==> config.mk <==
export PLATFORM = sky130hd
export DESIGN_NAME = fifo_flags_ctrl
export DESIGN_NICKNAME = d
export VERILOG_FILES = /design/src/common/fifo_flags_pkg.sv /design/src/logic/pin_sync.sv /design/src/logic/flag_path.sv /design/src/logic/fifo_flags_ctrl.sv
export VERILOG_INCLUDE_DIRS = /design/src /design/src/common
export SDC_FILE = /design/constraint.sdc
export NUM_CORES = 1
export LEC_CHECK = 0
export ABC_AREA = 0
export BUFFER_PORTS_ARGS = -buffer_cell sky130_fd_sc_hd__clkbuf_2
export CAP_MARGIN = 40
export CORE_MARGIN = 8
export CORE_UTILIZATION = 37
export DETAILED_ROUTE_END_ITERATION = 10
export GPL_ROUTABILITY_DRIVEN = 0
export PLACE_DENSITY = 0.52
export SLEW_MARGIN = 10
export SYNTH_ARGS = -nofsm -noshare
export SYNTH_HDL_FRONTEND = slang
export SYNTH_HIERARCHICAL = 1
export SYNTH_SLANG_ARGS = --single-unit
export TNS_END_PERCENT = 30
==> constraint.sdc <==
create_clock -name hclk -period 10.3 [get_ports hclk]
set_clock_uncertainty 0.1 [all_clocks]
set_input_delay 0.515 -clock hclk [delete_from_list [all_inputs] [get_ports hclk]]
set_output_delay 0.515 -clock hclk [all_outputs]
set_load 0.005 [all_outputs]
==> src/common/fifo_flags_defs.svh <==
`ifndef FIFO_FLAGS_DEFS_SVH
`define FIFO_FLAGS_DEFS_SVH
// ****************************************
// register map
// ****************************************
`define REG_CTRL 8'h00
`define REG_STATUS 8'h04
`define REG_LATENCY 8'h08
`define CTRL_DEPTH_LSB 0
`define CTRL_ECC_BIT 4
`define CTRL_NEWER_BIT 5
`define CTRL_SOFT_RST_BIT 8
`define CTRL_DEPTH_RESET 4'ha
`define CTRL_ECC_RESET 1'b0
`define CTRL_NEWER_RESET 1'b0
// ****************************************
// flag latencies in ticks of each clock
// ****************************************
`define FULL_RD 4'h1
`define FULL_FAST 4'h4
`define FULL_WR 4'h3
`define PFULL_RD 4'h1
`define PFULL_FAST 4'h3
`define PFULL_WR 4'h4
`define EMPTY_WR 4'h1
`define EMPTY_FAST 4'h5
`define EMPTY_RD 4'h4
`define PEMPTY_WR 4'h1
`define PEMPTY_FAST 4'h4
`define PEMPTY_RD 4'h4
// ****************************************
// cascade and reset figures
// ****************************************
`define ECC_PRIM_LOG2 4'h9
`define NEWER_MAX_LOG2 4'h4
`define RD_RST_TICKS 3'h4
`define PERIOD_MAX 8'hff
`define PROG_FULL_GAP 16'h0008
`define PROG_EMPTY_LEVEL 16'h0008
`endif

==> src/common/fifo_flags_pkg.sv <==
package fifo_flags_pkg;
  typedef enum logic [2:0] {
    W_RUN = 3'b001,
    W_HOLD = 3'b010,
    W_WAIT = 3'b100
  } wr_rst_state_t;
  typedef enum logic [1:0] {
    R_RUN = 2'b01,
    R_BUSY = 2'b10
  } rd_rst_state_t;
endpackage

==> src/logic/pin_sync.sv <==
`timescale 1ns/1ps
`default_nettype none
module pin_sync #(
  parameter int W = 1
) (
  input wire logic clk,
  input wire logic rst_n,
  input wire logic [W-1:0] d,
  output logic [W-1:0] q
);
  logic [W-1:0] meta;
  always_ff @(posedge clk or negedge rst_n) begin
    if (!rst_n) begin
      meta <= '0;
      q <= '0;
    end else begin
      meta <= d;
      q <= meta;
    end
  end
endmodule // pin_sync
`default_nettype wire

==> src/logic/flag_path.sv <==
`timescale 1ns/1ps
`default_nettype none
// three delay segments, each shifting on its own tick
module flag_path #(
  parameter int W = 11,
  parameter int MAXLEN = 15
) (
  input wire logic clk,
  input wire logic rst_n,
  input wire logic clear,
  input wire logic [2:0] tick,
  input wire logic [3:0] len_a,
  input wire logic [3:0] len_b,
  input wire logic [3:0] len_c,
  input wire logic [W-1:0] din,
  output logic [W-1:0] dout
);
  logic [W-1:0] seg_in [0:3];
  logic [3:0] len [0:2];
  assign len[0] = len_a;
  assign len[1] = len_b;
  assign len[2] = len_c;
  assign seg_in[0] = din;
  assign dout = seg_in[3];
  genvar s;
  generate
    for (s = 0; s < 3; s++) begin : g_seg
      logic [W-1:0] stage [0:MAXLEN-1];
      // zero length passes straight through
      assign seg_in[s+1] = (len[s] == 4'h0) ? seg_in[s] :
                           stage[len[s] - 4'h1];
      always_ff @(posedge clk or negedge rst_n) begin
        if (!rst_n) begin
          for (int i = 0; i < MAXLEN; i++) stage[i] <= '0;
        end else if (clear) begin
          for (int i = 0; i < MAXLEN; i++) stage[i] <= '0;
        end else if (tick[s]) begin
          stage[0] <= seg_in[s];
          for (int i = 1; i < MAXLEN; i++) stage[i] <= stage[i-1];
        end
      end
    end
  endgenerate
endmodule // flag_path
`default_nettype wire

==> src/logic/fifo_flags_ctrl.sv <==
`timescale 1ns/1ps
`default_nettype none
`include "fifo_flags_defs.svh"
// Function
// write: full/ack/overflow now, prog_full next
// read: empty/valid/underflow now, prog_empty next
// full clears 1 rd + (N-1)*4 fast + 3 wr; the code holds N at 4 for larger cascades
// prog_full 1 rd + (N-1)*3 fast + 4 wr; the code holds N at 4 for larger cascades
// empty clears 1 wr + (N-1)*5 fast + 4 rd; the code holds N at 4 for larger cascades
// prog_empty 1 wr + (N-1)*4 fast + 4 rd; the code holds N at 4 for larger cascades
// cascade is depth over primitive, ecc 512
// newer family, up to 16 primitives: N=1
// clock phase may add one cycle
// handshakes change only on own operations
// fast clock is the higher frequency one
// either reset clears counters and outputs
// async reset synchronised into each domain
// writer/reader keep enables still during reset
// both domain resets applied together
// no traffic until both domains reset
// sync reset on write clock raises write busy
// reset carried to read side, read busy
// clocks free running, gate with enables
// lost clock: hold flat, reset again
// full side pessimistic, almost one left
// empty side pessimistic, almost one word
module fifo_flags_ctrl #(
  parameter int AW = 10,
  parameter logic [3:0] PRIM_LOG2 = 4'ha
) (
  input wire logic hclk,
  input wire logic hresetn,
  input wire logic hsel,
  input wire logic [31:0] haddr,
  input wire logic [1:0] htrans,
  input wire logic hwrite,
  input wire logic [2:0] hsize,
  input wire logic [31:0] hwdata,
  input wire logic hready,
  output logic hreadyout,
  output logic hresp,
  output logic [31:0] hrdata,
  input wire logic fifo_rst,
  input wire logic sync_rst,
  input wire logic wr_clk,
  input wire logic wr_en,
  input wire logic rd_clk,
  input wire logic rd_en,
  output logic full,
  output logic almost_full,
  output logic prog_full,
  output logic wr_ack,
  output logic overflow,
  output logic empty,
  output logic almost_empty,
  output logic prog_empty,
  output logic valid,
  output logic underflow,
  output logic wr_rst_busy,
  output logic rd_rst_busy
);
  import fifo_flags_pkg::*;
  localparam int CW = AW + 1;
  // ****************************************
  // pins and clock edges
  // ****************************************
  logic [5:0] pin_s;
  logic [5:0] pin_q;
  // reset synchroniser
  pin_sync #(.W(6)) u_pin_sync (
    .clk(hclk),
    .rst_n(hresetn),
    .d({fifo_rst, sync_rst, wr_clk, wr_en, rd_clk, rd_en}),
    .q(pin_s)
  );
  always_ff @(posedge hclk or negedge hresetn) begin
    if (!hresetn) pin_q <= 6'h00;
    else pin_q <= pin_s;
  end
  wire rst_s = pin_s[5];
  // enables taken one cycle before the seen edge: the far side moves
  // them just after its own edge, so the older sample is the safe one
  wire sync_rst_q = pin_q[4];
  wire wr_en_q = pin_q[2];
  wire rd_en_q = pin_q[0];
  // free-running clocks give ticks
  wire wr_tick = pin_s[3] & ~pin_q[3];
  wire rd_tick = pin_s[1] & ~pin_q[1];
  // ****************************************
  // faster clock detection
  // ****************************************
  logic [7:0] wr_per_cnt, rd_per_cnt, wr_period, rd_period;
  logic faster_is_rd;
  always_ff @(posedge hclk or negedge hresetn) begin
    if (!hresetn) begin
      wr_per_cnt <= 8'h00;
      rd_per_cnt <= 8'h00;
      wr_period <= `PERIOD_MAX;
      rd_period <= `PERIOD_MAX;
      faster_is_rd <= 1'b0;
    end else begin
      wr_per_cnt <= wr_tick ? 8'h00 :
        (wr_per_cnt == `PERIOD_MAX) ? wr_per_cnt : wr_per_cnt + 8'h01;
      rd_per_cnt <= rd_tick ? 8'h00 :
        (rd_per_cnt == `PERIOD_MAX) ? rd_per_cnt : rd_per_cnt + 8'h01;
      if (wr_tick) wr_period <= wr_per_cnt;
      if (rd_tick) rd_period <= rd_per_cnt;
      faster_is_rd <= rd_period < wr_period;
    end
  end
  // fast tick follows the shorter period
  wire fast_tick = faster_is_rd ? rd_tick : wr_tick;
  // ****************************************
  // register bus
  // ****************************************
  logic a_wr;
  logic [7:0] a_addr;
  logic [3:0] depth_log2;
  logic ecc_en, newer_family, soft_rst;
  logic [31:0] rd_mux;
  wire ahb_take = hsel & hready & htrans[1];
  wire ctrl_wr = a_wr & (a_addr == `REG_CTRL);
  always_ff @(posedge hclk or negedge hresetn) begin
    if (!hresetn) begin
      a_wr <= 1'b0;
      a_addr <= 8'h00;
      hrdata <= 32'h0;
      depth_log2 <= `CTRL_DEPTH_RESET;
      ecc_en <= `CTRL_ECC_RESET;
      newer_family <= `CTRL_NEWER_RESET;
      soft_rst <= 1'b0;
    end else begin
      a_wr <= ahb_take & hwrite;
      a_addr <= haddr[7:0];
      hrdata <= (ahb_take & ~hwrite) ? rd_mux : 32'h0;
      soft_rst <= ctrl_wr & hwdata[`CTRL_SOFT_RST_BIT];
      if (ctrl_wr) begin
        depth_log2 <= hwdata[`CTRL_DEPTH_LSB +: 4];
        ecc_en <= hwdata[`CTRL_ECC_BIT];
        newer_family <= hwdata[`CTRL_NEWER_BIT];
      end
    end
  end
  assign hreadyout = 1'b1;
  assign hresp = 1'b0;
  // ****************************************
  // cascade count
  // ****************************************
  // primitive depth, ecc uses 512 words
  wire [3:0] prim_log2 = ecc_en ? `ECC_PRIM_LOG2 : PRIM_LOG2;
  wire [3:0] depth_eff = (depth_log2 > 4'(AW)) ? 4'(AW) : depth_log2;
  wire [3:0] casc_log2 = (depth_eff > prim_log2) ?
                         depth_eff - prim_log2 : 4'h0;
  // small cascades count as one
  wire newer_one = newer_family & (casc_log2 <= `NEWER_MAX_LOG2);
  // cascades beyond four are held at four to bound the delay lines
  wire [3:0] n_m1 = (newer_one | casc_log2 == 4'h0) ? 4'h0 :
                    (casc_log2 == 4'h1) ? 4'h1 : 4'h3;
  wire [3:0] f_fast = n_m1 * `FULL_FAST;
  wire [3:0] pf_fast = n_m1 * `PFULL_FAST;
  wire [3:0] e_fast = n_m1 * `EMPTY_FAST;
  wire [3:0] pe_fast = n_m1 * `PEMPTY_FAST;
  wire [CW-1:0] depth_words = {{AW{1'b0}}, 1'b1} << depth_eff;
  wire [CW-1:0] one_w = {{AW{1'b0}}, 1'b1};
  // ****************************************
  // reset sequencing
  // ****************************************
  wr_rst_state_t wr_state, next_wr_state;
  rd_rst_state_t rd_state, next_rd_state;
  logic rd_req_p1, rd_req_seen, wr_bsy_p1, wr_bsy_seen;
  logic [2:0] rd_rst_cnt;
  // sync reset taken on a write edge
  wire wr_start = rst_s | soft_rst | (wr_tick & sync_rst_q);
  assign wr_rst_busy = (wr_state != W_RUN);
  assign rd_rst_busy = (rd_state == R_BUSY);
  wire to_rd = (wr_state == W_HOLD);
  always_comb begin
    next_wr_state = wr_state;
    case (wr_state)
      W_RUN: if (wr_start) next_wr_state = W_HOLD;
      W_HOLD: if (!rst_s && wr_bsy_seen) next_wr_state = W_WAIT;
      W_WAIT: begin
        if (wr_start) next_wr_state = W_HOLD;
        else if (!wr_bsy_seen) next_wr_state = W_RUN;
      end
      default: next_wr_state = W_HOLD;
    endcase
  end
  wire rd_hold = rst_s | (rd_tick & rd_req_seen);
  wire rd_last = rd_tick & (rd_rst_cnt == `RD_RST_TICKS - 3'h1);
  always_comb begin
    next_rd_state = rd_state;
    case (rd_state)
      R_RUN: if (rd_hold) next_rd_state = R_BUSY;
      R_BUSY: if (!rd_hold && !rd_req_seen && rd_last)
        next_rd_state = R_RUN;
      default: next_rd_state = R_BUSY;
    endcase
  end
  // request crosses on read ticks, busy returns on write ticks
  always_ff @(posedge hclk or negedge hresetn) begin
    if (!hresetn) begin
      wr_state <= W_HOLD;
      rd_state <= R_BUSY;
      rd_req_p1 <= 1'b1;
      rd_req_seen <= 1'b1;
      wr_bsy_p1 <= 1'b0;
      wr_bsy_seen <= 1'b0;
      rd_rst_cnt <= 3'h0;
    end else begin
      wr_state <= next_wr_state;
      rd_state <= next_rd_state;
      if (rd_tick) rd_req_p1 <= to_rd;
      if (rd_tick) rd_req_seen <= rd_req_p1;
      if (wr_tick) wr_bsy_p1 <= rd_rst_busy;
      if (wr_tick) wr_bsy_seen <= wr_bsy_p1;
      if (rd_hold || rd_state == R_RUN) rd_rst_cnt <= 3'h0;
      else if (rd_tick && !rd_last) rd_rst_cnt <= rd_rst_cnt + 3'h1;
    end
  end
  // both resets clear state
  wire wr_clr = wr_start | wr_rst_busy;
  wire rd_clr = rst_s | rd_rst_busy;
  // ****************************************
  // crossing delay lines
  // ****************************************
  logic [CW-1:0] wptr, rptr, r_full_view, r_pf_view;
  logic [CW-1:0] w_empty_view, w_pe_view;
  wire path_clr = wr_clr | rd_clr;
  // edge phase may cost one more tick
  // full release path
  flag_path #(.W(CW)) u_full_path (
    .clk(hclk), .rst_n(hresetn), .clear(path_clr),
    .tick({wr_tick, fast_tick, rd_tick}),
    .len_a(`FULL_RD), .len_b(f_fast), .len_c(`FULL_WR - 4'h1),
    .din(rptr), .dout(r_full_view)
  );
  // prog_full path
  flag_path #(.W(CW)) u_pfull_path (
    .clk(hclk), .rst_n(hresetn), .clear(path_clr),
    .tick({wr_tick, fast_tick, rd_tick}),
    .len_a(`PFULL_RD), .len_b(pf_fast), .len_c(`PFULL_WR - 4'h1),
    .din(rptr), .dout(r_pf_view)
  );
  // empty release path
  flag_path #(.W(CW)) u_empty_path (
    .clk(hclk), .rst_n(hresetn), .clear(path_clr),
    .tick({rd_tick, fast_tick, wr_tick}),
    .len_a(`EMPTY_WR), .len_b(e_fast), .len_c(`EMPTY_RD - 4'h1),
    .din(wptr), .dout(w_empty_view)
  );
  // prog_empty path
  flag_path #(.W(CW)) u_pempty_path (
    .clk(hclk), .rst_n(hresetn), .clear(path_clr),
    .tick({rd_tick, fast_tick, wr_tick}),
    .len_a(`PEMPTY_WR), .len_b(pe_fast), .len_c(`PEMPTY_RD - 4'h1),
    .din(wptr), .dout(w_pe_view)
  );
  // ****************************************
  // write side flags
  // ****************************************
  // enables ignored while busy
  wire wr_do = wr_en_q & ~full;
  wire [CW-1:0] next_wptr = wptr + {{AW{1'b0}}, wr_do};
  // counts only reads seen so far
  wire [CW-1:0] wcount_next = next_wptr - r_full_view;
  wire [CW-1:0] pf_count = wptr - r_pf_view;
  wire pf_next = 16'(pf_count) >= 16'(depth_words) - `PROG_FULL_GAP;
  always_ff @(posedge hclk or negedge hresetn) begin
    if (!hresetn) begin
      wptr <= '0;
      full <= 1'b0;
      almost_full <= 1'b0;
      prog_full <= 1'b0;
      wr_ack <= 1'b0;
      overflow <= 1'b0;
    end else if (wr_clr) begin
      wptr <= '0;
      full <= 1'b0;
      almost_full <= 1'b0;
      prog_full <= 1'b0;
      wr_ack <= 1'b0;
      overflow <= 1'b0;
    // flags settle on the write edge
    // handshakes move on write ticks
    end else if (wr_tick) begin
      wptr <= next_wptr;
      full <= wcount_next == depth_words;
      almost_full <= wcount_next == depth_words - one_w;
      prog_full <= pf_next;
      wr_ack <= wr_do;
      overflow <= wr_en_q & full;
    end
  end
  // ****************************************
  // read side flags, updated on read ticks while rd_clr is low
  // ****************************************
  // no reads before both sides leave reset
  wire rd_do = rd_en_q & ~empty;
  wire [CW-1:0] next_rptr = rptr + {{AW{1'b0}}, rd_do};
  // counts only writes seen so far
  wire [CW-1:0] rcount_next = w_empty_view - next_rptr;
  wire [CW-1:0] pe_count = w_pe_view - rptr;
  wire pe_next = 16'(pe_count) <= `PROG_EMPTY_LEVEL;
  always_ff @(posedge hclk or negedge hresetn) begin
    if (!hresetn) begin
      rptr <= '0;
      empty <= 1'b1;
      almost_empty <= 1'b0;
      prog_empty <= 1'b1;
      valid <= 1'b0;
      underflow <= 1'b0;
    end else if (rd_clr) begin
      rptr <= '0;
      empty <= 1'b1;
      almost_empty <= 1'b0;
      prog_empty <= 1'b1;
      valid <= 1'b0;
      underflow <= 1'b0;
    // flags settle on the read edge
    // handshakes move on read ticks
    end else if (rd_tick) begin
      rptr <= next_rptr;
      empty <= rcount_next == '0;
      almost_empty <= rcount_next == one_w;
      prog_empty <= pe_next;
      valid <= rd_do;
      underflow <= rd_en_q & empty;
    end
  end
  // ****************************************
  // read mux
  // ****************************************
  wire [CW-1:0] wcount_now = wptr - r_full_view;
  wire [15:0] status_lo = {7'h00, faster_is_rd, rd_rst_busy,
    wr_rst_busy, prog_empty, almost_empty, empty, prog_full,
    almost_full, full};
  wire [31:0] status_word = {16'(wcount_now), status_lo};
  wire [31:0] ctrl_word = {26'h0, newer_family, ecc_en, depth_log2};
  wire [31:0] lat_word = {12'h000, pe_fast, e_fast, pf_fast, f_fast,
                          n_m1 + 4'h1};
  assign rd_mux = (haddr[7:0] == `REG_CTRL) ? ctrl_word :
                  (haddr[7:0] == `REG_STATUS) ? status_word :
                  (haddr[7:0] == `REG_LATENCY) ? lat_word : 32'h0;
endmodule // fifo_flags_ctrl
`default_nettype wire

==> out/results.txt <==
Outcome -> complete, no violations
PD cells -> 165 nW/um^2
Worst path arrival time -> 6.94 ns
H-tree Lvls -> 4
Post-layout minimum cycle time -> 6.36 ns
Initial antenna violation count -> 10
Rows -> 197
Syn Inst Count -> 9303
Clock sinks -> 2114
Post-synth top cells -> nor2_1, dfrtp_1, mux2i_1, clkbuf_1, mux4_2
CP Class -> flip-flop to flip-flop
Final setup TNS -> 0 ns
# setup viols final -> 0
IO Count -> 126
Pre-CTS setup slack -> 3.85 ns
R2R Setup Slk -> 3.94 ns
Layout cells sized above 1 -> 13.6%
VDD IR-drop max -> 144 uV
Max Slew Vio Count -> 0
Antenna Violating Nets Remaining -> 0
Worst path cell trace -> o21ai_0 > nand2_1 > ha_1 > inv_1 > fa_1 > inv_1 > a21oi_1 > o2111ai_1 > inv_6 > buf_4 > buf_4 > buf_4 > o21ai_0 > mux2i_1 > a32o_1 > a21oi_1 > o211ai_1 > a311oi_2
Crit. End Element -> flip-flop
Post-synth top area share -> 49.1%
DIE HEIGHT -> 552 um
Initial Utilization -> 37.1%
Placed Area -> 111000 sq um
RSZ-0062 raised after global routing -> no
# nets final -> 9341
Die area -> 305000 sq um
Synth warn -> 6
Startpoint types -> flip-flop
Clock Pin Slew Worst Setup and Hold Paths -> 0.06 ns
First-pass GRT wire length -> 411000 um
Count leader, synth -> nor2_1
Via density -> 5.28
Routed WL -> 254000 um
Final core occ -> 41.6%
Slew @ Worst Pin -> 1.39 ns
Max Cap Viol -> 0
Post-synth top area cell -> dfrtp_1
Per-cell routed wire length -> 19.4 um
Relative slew slack -> 7.31%
Hold crit path type -> input port to flip-flop
Worst Hold Depth -> 2
Worst setup margin -> 3.94 ns
Asr flop ratio synth -> 100%
FF-to-FF End -> u_empty_path/g_seg[2].stage[161]
Delay-heaviest family, CP -> compound AO/OA/AOI/OAI gates
Hold slack final -> 0.145 ns
Max stage delay on crit path -> 0.75 ns
CTS tree -> yes
Setup Buffers After CTS -> 0
Pleak -> 48.9 nW
Vias in the first global route -> 70600
FILL cells -> 26900
Die span in x -> 552 um
Critical path peak fanout -> 38
Crit-path most repeated cell -> buf_4
Mapped Avg Cell Area -> 11.4 sq um
Fmax -> 0.157 GHz
Post-synthesis sequential area ratio -> 49.7%
Mapped Area -> 106000 sq um
Final period utilization -> 61.7%
Crit path max-delay cell type -> dfstp_2
Pre-antenna DRT Iters -> 5
Via count -> 69300
DP Wirelength -> 154000 um
Length in cells of the worst reg-to-reg path -> 18
Seq cells post-synth -> 2114
Clock tree buffer depth -> 4
Area Growth Syn to Fin -> 12.2%
Hold Vio Cnt, Final -> 0
Port bufs -> 65
Number of synthesized flops with an enable pin -> 0
Largest net degree at the start of global routing -> 239
Overall routing resource usage -> 16.2%
Top post-synthesis cells by area -> dfrtp_1, mux2i_1, mux4_2, nor2_1, clkbuf_1
Dominant synthesized flop cell -> dfrtp_1
Min-Delay Endpoint -> u_pin_sync/meta[3]
Global route overflow -> 0
Finished Cell Area -> 119000 sq um
Worst R2R Start -> depth_log2[3]
HP Start -> wr_clk
DRC -> 0
Worst Path Required -> 10.88 ns
Clk root buf -> clkbuf_16
Total CTS buffers -> 239
CP Buf/Inv Count -> 6
Synth cell types -> 72
Core area -> 287000 sq um
1st-iter DRT viols -> 4633
Worst-Skew Late Latency -> 0.92 ns
==> cells by family after synthesis <==
family	after synthesis	share of synthesized area [%]
XOR/XNOR	111	0.972
other	2	0.00705
AO/OA/AOI/OAI	671	4.78
adder cells (fa/ha/maj)	110	1.33
multiplexers	2501	28.3
buffers and inverters	824	3.20
flip-flops	2114	49.7
AND/OR/NAND/NOR	2970	11.7
==> layer usage <==
metal	global-route usage (%)	vias to the layer above	wire length, um
met1	23.2	35700	122000
met2	26.2	933	118000
met5	0	-	13
met3	1.84	384	7540
li1	-	32300	-
met4	4.29	2	6930
==> area by class of cell <==
type / count / area [sq um] / share of cell area (%)
sequential: 2114 / 52900 / 44.3
multi-input combinational: 6460 / 50700 / 42.4
clock buffer: 339 / 6990 / 5.85
tap: 3781 / 4730 / 3.96
timing repair buffer: 227 / 2330 / 1.95
clock inverter: 97 / 1360 / 1.14
inverter: 109 / 429 / 0.359
antenna: 1 / 2.50 / 0.00209
==> per-stage QoR <==
step	total power, mW	cells
after global routing	20.5	13100
after global placement	10.7	12600
final	19.7	13100
after CTS	19.9	13100
after floorplan	10.2	9398
after detailed placement	10.8	12700
==> power breakdown <==
group          total [mW]  switching, mW  leakage (nW)  internal [mW]
combinational        2.34           1.47          15.4          0.870
sequential           8.39         0.0388          29.4           8.35
clock                8.96           3.56          4.14           5.40
total                19.7           5.08          48.9           14.6
==> registers in the layout, indices dropped and copies added, names as in the netlist, 6 cells and up <==
signal	flops
a_addr	8
hrdata	24
rd_per_cnt	8
rd_period	8
rptr	11
u_empty_path/g_seg.stage	495
u_full_path/g_seg.stage	495
u_pempty_path/g_seg.stage	495
u_pfull_path/g_seg.stage	495
u_pin_sync/meta	6
u_pin_sync/q	6
wptr	11
wr_per_cnt	8
wr_period	8
==> placed cells by master, fill, tap and decap left out, drive strengths merged, types with 90 or more instances in the layout <==
cell type	count
a211oi	90
a21oi	147
a31oi	95
buf	137
clkbuf	403
conb	97
dfrtp	2090
ha	105
inv	119
mux2	94
mux2i	2011
mux4	396
nand2	251
nor2	2250
nor2b	107
nor3	121
==> what timing repair did <==
action | in CTS | in global routing
hold buffers | 26 | 0
resized for setup | 0 | 0
hold endpoints to repair | 146 | 0
endpoints found under the setup margin | 0 | 0
==> worst max-delay path by stage <==
stage          cells past startpoint                                to     startpoint
6_report                          18  u_empty_path/g_seg[2].stage[161]  depth_log2[3]
5_1_grt                           18  u_empty_path/g_seg[2].stage[161]  depth_log2[3]
4_1_cts                           17  u_empty_path/g_seg[2].stage[163]  depth_log2[3]
3_5_place_dp                      17  u_empty_path/g_seg[2].stage[163]  depth_log2[3]
3_3_place_gp                      17  u_empty_path/g_seg[2].stage[163]  depth_log2[3]
2_1_floorplan                     22  u_empty_path/g_seg[2].stage[164]  depth_log2[3]
==> worst reg2reg max path, cell delays in order, from the launching register on <==
cell       delay [ns]
dfstp_2          0.75
o21ai_0          0.28
nand2_1          0.14
ha_1             0.15
inv_1            0.06
fa_1             0.52
inv_1            0.05
a21oi_1          0.14
o2111ai_1        0.39
inv_6            0.53
buf_4            0.43
buf_4            0.47
buf_4            0.61
o21ai_0          0.23
mux2i_1          0.18
a32o_1           0.63
a21oi_1          0.17
o211ai_1         0.17
a311oi_2         0.13
Power figures use the tool's default switching activity.
